File: src/core/asp_pkg.sv
// constants and types shared by the serial port with timer baud
package asp_pkg;
    localparam int unsigned   BAUD_W        = 8;
    localparam logic [7:0]    ADDR_CTRL     = 8'h98;
    localparam logic [7:0]    ADDR_DATA     = 8'h99;
    localparam logic [7:0]    CTRL_RESET    = 8'h40;
    localparam logic [7:0]    DATA_RESET    = 8'h00;
    localparam logic [7:0]    UNMAPPED_READ = 8'h00;
    localparam int unsigned   BIT_MODE      = 7;
    localparam int unsigned   BIT_UNUSED    = 6;
    localparam int unsigned   BIT_MCE       = 5;
    localparam int unsigned   BIT_REN       = 4;
    localparam int unsigned   BIT_TB8       = 3;
    localparam int unsigned   BIT_RB8       = 2;
    localparam int unsigned   BIT_TI        = 1;
    localparam int unsigned   BIT_RI        = 0;
    localparam logic [3:0]    BITS_8BIT     = 4'h8;
    localparam logic [3:0]    BITS_9BIT     = 4'h9;
    localparam logic [BAUD_W-1:0] TIMER_TOP = 8'hFF;

    typedef enum logic [1:0] {
        TX_IDLE,
        TX_START,
        TX_DATA,
        TX_STOP
    } asp_tx_e;

    typedef enum logic [1:0] {
        RX_IDLE,
        RX_START,
        RX_BITS,
        RX_STOP
    } asp_rx_e;
endpackage

File: src/core/asp_baud_timer.sv
// 8-bit auto-reload baud timer with overflow and halved baud tick
`timescale 1ns/10ps
module asp_baud_timer #(
    parameter int unsigned W = asp_pkg::BAUD_W
) (
    input  wire logic         clk_i,
    input  wire logic         rst_i,
    input  wire logic         enable_i,
    input  wire logic         tick_i,
    input  wire logic [W-1:0] reload_i,
    input  wire logic         force_i,
    output logic [W-1:0]      count_o,
    output logic              ovf_o,
    output logic              baud_o
);
    import asp_pkg::*;

    localparam logic [W-1:0] ONE = 1;
    localparam logic [W-1:0] TOP = '1;

    logic half_r;

    // count timer clocks; overflow reloads, so rate is tick/(256-reload)
    always_ff @(posedge clk_i or posedge rst_i) begin
        if (rst_i) begin
            count_o <= '0;
            ovf_o   <= 1'b0;
        end else if (force_i) begin
            count_o <= reload_i;
            ovf_o   <= 1'b0;
        end else if (enable_i && tick_i) begin
            if (count_o == TOP) begin
                count_o <= reload_i;
                ovf_o   <= 1'b1;
            end else begin
                count_o <= count_o + ONE;
                ovf_o   <= 1'b0;
            end
        end else begin
            ovf_o <= 1'b0;
        end
    end

    // halve the overflows into the baud tick; a forced reload restarts the phase
    always_ff @(posedge clk_i or posedge rst_i) begin
        if (rst_i) begin
            half_r <= 1'b0;
            baud_o <= 1'b0;
        end else if (force_i) begin
            half_r <= 1'b0;
            baud_o <= 1'b0;
        end else begin
            if (ovf_o) begin
                half_r <= ~half_r;
            end
            baud_o <= ovf_o && half_r;
        end
    end
endmodule

File: src/core/asp_top.sv
// full-duplex serial port with 8/9-bit frames, control and data locations
`timescale 1ns/10ps
module asp_top (
    input  wire logic                       clk_i,
    input  wire logic                       rst_i,
    input  wire logic [7:0]                 sfr_addr_i,
    input  wire logic                       sfr_wr_i,
    input  wire logic                       sfr_rd_i,
    input  wire logic [7:0]                 sfr_wdata_i,
    output logic [7:0]                      sfr_rdata_o,
    input  wire logic                       timer_enable_i,
    input  wire logic                       timer_tick_i,
    input  wire logic [asp_pkg::BAUD_W-1:0] baud_reload_value_i,
    input  wire logic                       serial_int_enable_i,
    output logic                            serial_irq_o,
    input  wire logic                       serial_in_pin_i,
    output logic                            serial_out_pin_o
);
    import asp_pkg::*;

    // control bits
    logic              mode_r;
    logic              mce_r;
    logic              ren_r;
    logic              tb8_r;
    logic              rb8_r;
    logic              ti_r;
    logic              ri_r;
    logic [7:0]        rx_buf_r;
    // transmit side
    asp_tx_e           tx_state_r;
    logic [8:0]        tx_shift_r;
    logic [3:0]        tx_cnt_r;
    // receive side
    asp_rx_e           rx_state_r;
    logic [8:0]        rx_shift_r;
    logic [3:0]        rx_cnt_r;
    logic              rx_phase_r;
    logic              rx_meta_r;
    logic              rx_sync_r;
    logic              rx_prev_r;
    // timers
    logic [BAUD_W-1:0] tx_count_w;
    logic [BAUD_W-1:0] rx_count_w;
    logic              tx_baud_w;
    logic              rx_ovf_w;
    // events
    logic              wr_ctrl_w;
    logic              wr_data_w;
    logic              start_det_w;
    logic              rx_sample_w;
    logic              stop_seen_w;
    logic              rx_ninth_w;
    logic              rx_load_w;
    logic              ti_set_w;
    logic [3:0]        nbits_w;
    logic [7:0]        ctrl_view_w;
    assign wr_ctrl_w   = sfr_wr_i && (sfr_addr_i == ADDR_CTRL);
    assign wr_data_w   = sfr_wr_i && (sfr_addr_i == ADDR_DATA);
    assign nbits_w     = mode_r ? BITS_9BIT : BITS_8BIT;
    assign ctrl_view_w = {mode_r, 1'b1, mce_r, ren_r, tb8_r, rb8_r, ti_r, ri_r};
    // tx timer follows the visible counter, rx timer is the hidden copy
    asp_baud_timer #(.W(BAUD_W)) u_tx_timer (
        .clk_i    (clk_i),
        .rst_i    (rst_i),
        .enable_i (timer_enable_i),
        .tick_i   (timer_tick_i),
        .reload_i (baud_reload_value_i),
        .force_i  (1'b0),
        .count_o  (tx_count_w),
        .ovf_o    (),
        .baud_o   (tx_baud_w)
    );
    // same enable and reload as the tx timer, plus reload on start
    asp_baud_timer #(.W(BAUD_W)) u_rx_timer (
        .clk_i    (clk_i),
        .rst_i    (rst_i),
        .enable_i (timer_enable_i),
        .tick_i   (timer_tick_i),
        .reload_i (baud_reload_value_i),
        .force_i  (start_det_w),
        .count_o  (rx_count_w),
        .ovf_o    (rx_ovf_w),
        .baud_o   ()
    );
    // pin synchroniser; only rx_sync_r onward is looked at
    always_ff @(posedge clk_i or posedge rst_i) begin
        if (rst_i) begin
            rx_meta_r <= 1'b1;
            rx_sync_r <= 1'b1;
            rx_prev_r <= 1'b1;
        end else begin
            rx_meta_r <= serial_in_pin_i;
            rx_sync_r <= rx_meta_r;
            rx_prev_r <= rx_sync_r;
        end
    end
    // falling edge while idle and enabled marks a start
    assign start_det_w = (rx_state_r == RX_IDLE) && ren_r && rx_prev_r && !rx_sync_r;
    // overflows come at twice baud; every second one is a bit centre
    assign rx_sample_w = rx_ovf_w && rx_phase_r;
    assign stop_seen_w = (rx_state_r == RX_STOP) && rx_sample_w;
    assign rx_ninth_w  = mode_r ? rx_shift_r[8] : rx_sync_r;
    // load needs a free buffer; check bit is stop (8-bit) or ninth (9-bit)
    assign rx_load_w   = stop_seen_w && !ri_r && (!mce_r || rx_ninth_w);
    assign ti_set_w    = (tx_state_r == TX_DATA) && tx_baud_w && (tx_cnt_r == nbits_w);
    // control register; hardware set beats a software clear in the same cycle
    always_ff @(posedge clk_i or posedge rst_i) begin
        if (rst_i) begin
            mode_r <= CTRL_RESET[BIT_MODE];
            mce_r  <= CTRL_RESET[BIT_MCE];
            ren_r  <= CTRL_RESET[BIT_REN];
            tb8_r  <= CTRL_RESET[BIT_TB8];
        end else if (wr_ctrl_w) begin
            mode_r <= sfr_wdata_i[BIT_MODE];
            mce_r  <= sfr_wdata_i[BIT_MCE];
            ren_r  <= sfr_wdata_i[BIT_REN];
            tb8_r  <= sfr_wdata_i[BIT_TB8];
        end
    end

    // done flags are cleared only by software writes
    always_ff @(posedge clk_i or posedge rst_i) begin
        if (rst_i) begin
            ti_r  <= CTRL_RESET[BIT_TI];
            ri_r  <= CTRL_RESET[BIT_RI];
            rb8_r <= CTRL_RESET[BIT_RB8];
        end else begin
            if (ti_set_w) begin
                ti_r <= 1'b1;
            end else if (wr_ctrl_w) begin
                ti_r <= sfr_wdata_i[BIT_TI];
            end
            if (rx_load_w) begin
                ri_r  <= 1'b1;
                rb8_r <= rx_ninth_w;
            end else if (wr_ctrl_w) begin
                ri_r  <= sfr_wdata_i[BIT_RI];
                rb8_r <= sfr_wdata_i[BIT_RB8];
            end
        end
    end

    // receive buffer is separate from the shifter so a new frame can start
    always_ff @(posedge clk_i or posedge rst_i) begin
        if (rst_i) begin
            rx_buf_r <= DATA_RESET;
        end else if (rx_load_w) begin
            rx_buf_r <= rx_shift_r[7:0];
        end
    end

    // register reads, answered one cycle later; transmit data is not visible
    always_ff @(posedge clk_i or posedge rst_i) begin
        if (rst_i) begin
            sfr_rdata_o <= UNMAPPED_READ;
        end else if (sfr_rd_i) begin
            if (sfr_addr_i == ADDR_CTRL) begin
                sfr_rdata_o <= ctrl_view_w;
            end else if (sfr_addr_i == ADDR_DATA) begin
                sfr_rdata_o <= rx_buf_r;
            end else begin
                sfr_rdata_o <= UNMAPPED_READ;
            end
        end
    end

    // interrupt request is a level, held while either flag stands
    always_ff @(posedge clk_i or posedge rst_i) begin
        if (rst_i) begin
            serial_irq_o <= 1'b0;
        end else begin
            serial_irq_o <= serial_int_enable_i && (ti_r || ri_r);
        end
    end

    // transmitter; a write during a frame restarts it with the new byte
    always_ff @(posedge clk_i or posedge rst_i) begin
        if (rst_i) begin
            tx_state_r       <= TX_IDLE;
            tx_shift_r       <= '0;
            tx_cnt_r         <= '0;
            serial_out_pin_o <= 1'b1;
        end else if (wr_data_w) begin
            tx_shift_r       <= {tb8_r, sfr_wdata_i};
            tx_cnt_r         <= '0;
            tx_state_r       <= TX_START;
            serial_out_pin_o <= 1'b1;
        end else if (tx_baud_w) begin
            unique case (tx_state_r)
                TX_IDLE: begin
                    serial_out_pin_o <= 1'b1;
                end
                TX_START: begin
                    serial_out_pin_o <= 1'b0;
                    tx_state_r       <= TX_DATA;
                end
                TX_DATA: begin
                    if (tx_cnt_r == nbits_w) begin
                        serial_out_pin_o <= 1'b1;
                        tx_state_r       <= TX_STOP;
                    end else begin
                        serial_out_pin_o <= tx_shift_r[0];
                        tx_shift_r       <= {1'b0, tx_shift_r[8:1]};
                        tx_cnt_r         <= tx_cnt_r + 4'h1;
                    end
                end
                TX_STOP: begin
                    tx_state_r <= TX_IDLE;
                end
            endcase
        end
    end

    // receiver; clearing the enable drops a frame in progress
    always_ff @(posedge clk_i or posedge rst_i) begin
        if (rst_i) begin
            rx_state_r <= RX_IDLE;
            rx_shift_r <= '0;
            rx_cnt_r   <= '0;
            rx_phase_r <= 1'b0;
        end else if (!ren_r) begin
            rx_state_r <= RX_IDLE;
            rx_phase_r <= 1'b0;
        end else if (start_det_w) begin
            rx_state_r <= RX_START;
            rx_phase_r <= 1'b1;
            rx_cnt_r   <= '0;
        end else if (rx_ovf_w) begin
            rx_phase_r <= ~rx_phase_r;
            unique case (rx_state_r)
                RX_IDLE: begin
                    rx_phase_r <= 1'b0;
                end
                RX_START: begin
                    // half a bit in: a high line was only a glitch
                    rx_phase_r <= 1'b0;
                    rx_state_r <= rx_sync_r ? RX_IDLE : RX_BITS;
                end
                RX_BITS: begin
                    if (rx_phase_r) begin
                        rx_shift_r[rx_cnt_r] <= rx_sync_r;
                        rx_cnt_r             <= rx_cnt_r + 4'h1;
                        if (rx_cnt_r == nbits_w - 4'h1) begin
                            rx_state_r <= RX_STOP;
                        end
                    end
                end
                RX_STOP: begin
                    if (rx_phase_r) begin
                        rx_state_r <= RX_IDLE;
                    end
                end
            endcase
        end
    end

    // checks on the design's own behaviour
    property p_load_data;
        @(posedge clk_i) disable iff (rst_i)
        rx_load_w |=> ri_r && rx_buf_r == $past(rx_shift_r[7:0]) && rb8_r == $past(rx_ninth_w);
    endproperty
    a_load_data: assert property (p_load_data) else $error("receive load lost");
    property p_overrun;
        @(posedge clk_i) disable iff (rst_i)
        stop_seen_w && ri_r && !wr_ctrl_w |=> $stable(rx_buf_r) && ri_r;
    endproperty
    a_overrun: assert property (p_overrun) else $error("overrun changed buffer");
    property p_mce_block;
        @(posedge clk_i) disable iff (rst_i)
        stop_seen_w && mce_r && !rx_ninth_w && !ri_r && !wr_ctrl_w |=> !ri_r;
    endproperty
    a_mce_block: assert property (p_mce_block) else $error("check bit ignored");
    property p_ti_stop;
        @(posedge clk_i) disable iff (rst_i)
        ti_set_w && !wr_data_w |=> ti_r && serial_out_pin_o && tx_state_r == TX_STOP;
    endproperty
    a_ti_stop: assert property (p_ti_stop) else $error("done flag not at stop");
    property p_flag_hold;
        @(posedge clk_i) disable iff (rst_i)
        ti_r && !wr_ctrl_w |=> ti_r;
    endproperty
    a_flag_hold: assert property (p_flag_hold) else $error("flag cleared by hardware");
    property p_irq;
        @(posedge clk_i) disable iff (rst_i)
        ##1 serial_irq_o == ($past(serial_int_enable_i) && ($past(ti_r) || $past(ri_r)));
    endproperty
    a_irq: assert property (p_irq) else $error("interrupt request wrong");
    property p_unused_bit;
        @(posedge clk_i) disable iff (rst_i)
        sfr_rd_i && sfr_addr_i == ADDR_CTRL |=> sfr_rdata_o[BIT_UNUSED];
    endproperty
    a_unused_bit: assert property (p_unused_bit) else $error("bit 6 read low");
    property p_read_buf;
        @(posedge clk_i) disable iff (rst_i)
        sfr_rd_i && sfr_addr_i == ADDR_DATA |=> sfr_rdata_o == $past(rx_buf_r);
    endproperty
    a_read_buf: assert property (p_read_buf) else $error("data read not buffer");
    property p_start_reload;
        @(posedge clk_i) disable iff (rst_i)
        start_det_w |=> rx_count_w == $past(baud_reload_value_i) && rx_state_r == RX_START;
    endproperty
    a_start_reload: assert property (p_start_reload) else $error("no reload on start");
    property p_ren_off;
        @(posedge clk_i) disable iff (rst_i)
        !ren_r |=> rx_state_r == RX_IDLE && !rx_load_w;
    endproperty
    a_ren_off: assert property (p_ren_off) else $error("receive while disabled");

    c_rx_load: cover property (@(posedge clk_i) disable iff (rst_i) rx_load_w && mode_r);
    c_overrun: cover property (@(posedge clk_i) disable iff (rst_i) stop_seen_w && ri_r);
    c_tx_done: cover property (@(posedge clk_i) disable iff (rst_i) ti_set_w);
    c_glitch:  cover property (@(posedge clk_i) disable iff (rst_i)
        rx_state_r == RX_START && rx_ovf_w && rx_sync_r);
endmodule

File: config.mk
export PLATFORM = sky130hd
export DESIGN_NAME = asp_top
export DESIGN_NICKNAME = d
export VERILOG_FILES = /design/src/core/asp_pkg.sv /design/src/core/asp_baud_timer.sv /design/src/core/asp_top.sv
export SDC_FILE = /design/constraint.sdc
export NUM_CORES = 1
export LEC_CHECK = 0
export ABC_AREA = 1
export CORE_MARGIN = 1
export CORE_UTILIZATION = 45
export DETAILED_ROUTE_END_ITERATION = 10
export DONT_BUFFER_PORTS = 1
export GPL_TIMING_DRIVEN = 0
export SLEW_MARGIN = 30
export SYNTH_ARGS = -nofsm -noshare
export SYNTH_HDL_FRONTEND = slang
export SYNTH_SLANG_ARGS = --single-unit
File: constraint.sdc
create_clock -name clk_i -period 5.6 [get_ports clk_i]
set_input_delay 0.84 -clock clk_i [delete_from_list [all_inputs] [get_ports clk_i]]
set_output_delay 0.84 -clock clk_i [all_outputs]
set_load 0.02 [all_outputs]
==> run_results.csv <==
group,metric,value,unit
status,status,"finished, violations left",
status,violations,"design-rule violations",
route,wl,8490,µm
floorplanning,rows,34,
sta,relSlewSlack,73.8,%
power_and_ir_drop,peakVddDrop,0.141,mV
logic_synthesis,synth_cell_types,36,
route,drt_iter0_drc,168,
route,vias,3331,
floorplanning,ioPinCount,42,
cts,hold_buffers,0,
cts,post_cts_buffers,0,
worst_setup_path,ff2ff_setup_slack,4.08,ns
worst_setup_path,arrival,0.93,ns
grt,grt_max_degree,71,
grt,antenna_found_initial,0,
logic_synthesis,yosys_warnings,0,
cts,root_buffer,"clkbuf_8",
grt,grt_pass1_vias,3194,
sta,setup_violations,0,
cells_and_area,final_nets,583,
worst_setup_path,required,4.76,ns
cells_and_area,syn2layout_area_growth,9.14,%
logic_synthesis,synth_cells,532,
cells_and_area,utilization,51.3,%
worst_setup_path,worstSetupEndpointType,"output port",
sta,fin_crit_sh,31.7,%
placed_design,dp.cells,641,
sta,slew_violations,0,
cts,post_cts_resized,0,
cts,cts_buffers,9,
floorplanning,core-area,8850,µm²
worst_setup_path,cp_max_fo,2,
placed_design,pre_cts_ws,3.76,ns
sta,timing.hold.ws,0.244,ns
logic_synthesis,synthArstFlopShare,100,%
cells_and_area,drive_above_1_share,12.8,%
worst_setup_path,worstSetupPathType,"reg2out",
cts,cts_buffer_depth,2,
cells_and_area,final_cells,657,
logic_synthesis,ys_seq_area_share,47.6,%
floorplanning,die_x,98.2,µm
route,firstDrtPassIters,7,
logic_synthesis,syn_nets,571,
logic_synthesis,syn_avg_cell_area,7.82,µm²
min_path,hold_path.class,"in2async",
power_and_ir_drop,cellPowerDensity,286,nW/µm²
cts,cts_tree,"built",
sta,skew,0.0109,ns
cells_and_area,diodes,0,
sta,rsz0062_at_grt,"false",
sta,layout_setup_ws,3.83,ns
job,drv_cap,0,
route,wire_per_inst,12.9,µm
sta,final.setup.tns,0,ns
sta,hold_viol,0,
sta,period_needed,1.77,ns
cts,htreeDepth,3,
power_and_ir_drop,leakage,2.33,nW
worst_setup_path,worstSetupStartpointType,"flip-flop",
cts,clk_latency,0.35,ns
floorplanning,die_y,98.2,µm
grt,grt_overflow,0,
cells_and_area,fillCellCount,850,
route,drc,1,
cts,cts.sinks,79,
floorplanning,die-area,9640,µm²
placed_design,hpwl,6220,µm
placed_design,gp_congestion,0.797,
sta,max_freq,0.564,GHz
logic_synthesis,synth_edf_count,0,
route,vias_per_cell,5.07,
grt,grt_pass1_wl,15000,µm
logic_synthesis,synth_ff_type,"dfrtp_1",
route,antenna_left,0,
cts,cts.clk_slew.worst_paths,0.08,ns
placed_design,portBuffers,0,
grt,grtUsageTotal,19.7,%
logic_synthesis,syn_area,4160,µm²
logic_synthesis,ys_seq_elements,79,
floorplanning,start_util,47.0,%
sta,worstMarginPinSlew,0.392,ns
-- through the flow --
stage                     power [mW]  cell area, µm²
after floorplan                0.811            4160
after global placement         0.845            4300
after detailed placement       0.852            4330
after CTS                       1.32            4540
after global routing            1.39            4540
final                           1.30            4540
-- layout by cell type, fill, tap and decap left out, types with 4 or more instances in the layout --
cell type | Yosys | final
nand2_1 | 188 | 188
clkbuf_8 | 0 | 9
nor2_2 | 5 | 5
a21oi_1 | 9 | 9
dfrtp_1 | 75 | 75
ha_1 | 7 | 7
inv_1 | 62 | 61
nand2_2 | 4 | 4
o21ai_0 | 17 | 17
inv_2 | 7 | 7
nand3_1 | 61 | 61
o21ai_1 | 11 | 11
nor2_1 | 25 | 25
nand2_4 | 5 | 5
o21ai_2 | 10 | 10
nor3_1 | 6 | 6
o211ai_1 | 4 | 4
dfstp_2 | 4 | 4
-- worst register-to-register path, stage by stage (launching register included) --
cell and delay, ns:
dfrtp_1 0.42, ha_1 0.23, nand2_1 0.13, nor2_2 0.06, nand2_1 0.15, nand2_4 0.11, inv_2 0.11, nand2_1 0.06
nand3_1 0.08, nand2_1 0.06
-- where the power goes --
part           total, mW  switching (mW)  internal, mW
Clock              0.457           0.208         0.250
Combinational      0.171           0.106        0.0651
Sequential         0.670          0.0460         0.624
-- synthesized netlist by cell type (3+ instances only) --
library cell  count  area share [%]
nand2_1         188              17
dfrtp_1          75              45
inv_1            62             5.6
nand3_1          61             7.3
nor2_1           25             2.3
o21ai_0          17             2.0
o21ai_1          11             1.3
o21ai_2          10             2.1
a21oi_1           9             1.1
ha_1              7             2.1
inv_2             7            0.63
nor3_1            6            0.72
nand2_4           5             1.4
nor2_2            5            0.75
dfstp_2           4             2.5
nand2_2           4            0.60
o211ai_1          4            0.72
buf_2             3            0.36
buf_6             3            0.81
clkinv_1          3            0.27
nor2_4            3            0.81
xor2_1            3            0.63
-- cells by family (layout without fill, tap and decap cells) --
kind of cell,Yosys count,in the layout,synth area share (%)
XOR/XNOR,4,4,0.842
AO/OA/AOI/OAI,55,55,8.21
flip-flops,79,79,47.6
adder cells (fa/ha/maj),7,7,2.10
buffers and inverters,82,99,8.21
AND/OR/NAND/NOR,305,305,33.0
-- sequential cells by signal, summed over array words and instances (netlist names), 4 cells and up --
| name | flops |
|---|---|
| tx_cnt_r | 4 |
| rx_shift_r | 9 |
| rx_buf_r | 8 |
| tx_shift_r | 9 |
| sfr_rdata_o | 8 |
| u_tx_timer.count_o | 8 |
| u_rx_timer.count_o | 8 |
| rx_cnt_r | 4 |
-- layer usage --
| metal | global-route usage, % | wire length [µm] |
|---|---|---|
| met1 | 27.6 | 4150 |
| met2 | 30.6 | 3760 |
| met3 | 3.51 | 434 |
| met4 | 7.23 | 138 |
| met5 | 0 | 0 |
-- area by class of cell --
cell class	count	area, µm²	area share, %
sequential	79	1980	43.6
multi-input combinational	371	1840	40.5
inverter	74	290	6.39
tap	108	135	2.97
clock buffer	10	128	2.81
clock inverter	6	85.1	1.87
buffer	8	56.3	1.24
timing repair buffer	1	27.5	0.606
-- final timing paths --
| path | depth (start not counted) | from | end |
|---|---|---|---|
| setup reg to reg | 9 | u_rx_timer.count_o[0] | u_rx_timer.count_o[3] |
| hold reg to reg | 0 | rx_meta_r | rx_sync_r |
| max in group asynchronous | 2 | rst_i | serial_out_pin_o |
| setup / recovery | 0 | serial_out_pin_o | serial_out_pin_o |
| hold / removal | 1 | rst_i | u_rx_timer.count_o[3] |
| min in group clk_i | 0 | rx_meta_r | rx_sync_r |
(Power assumes the default switching activity.)
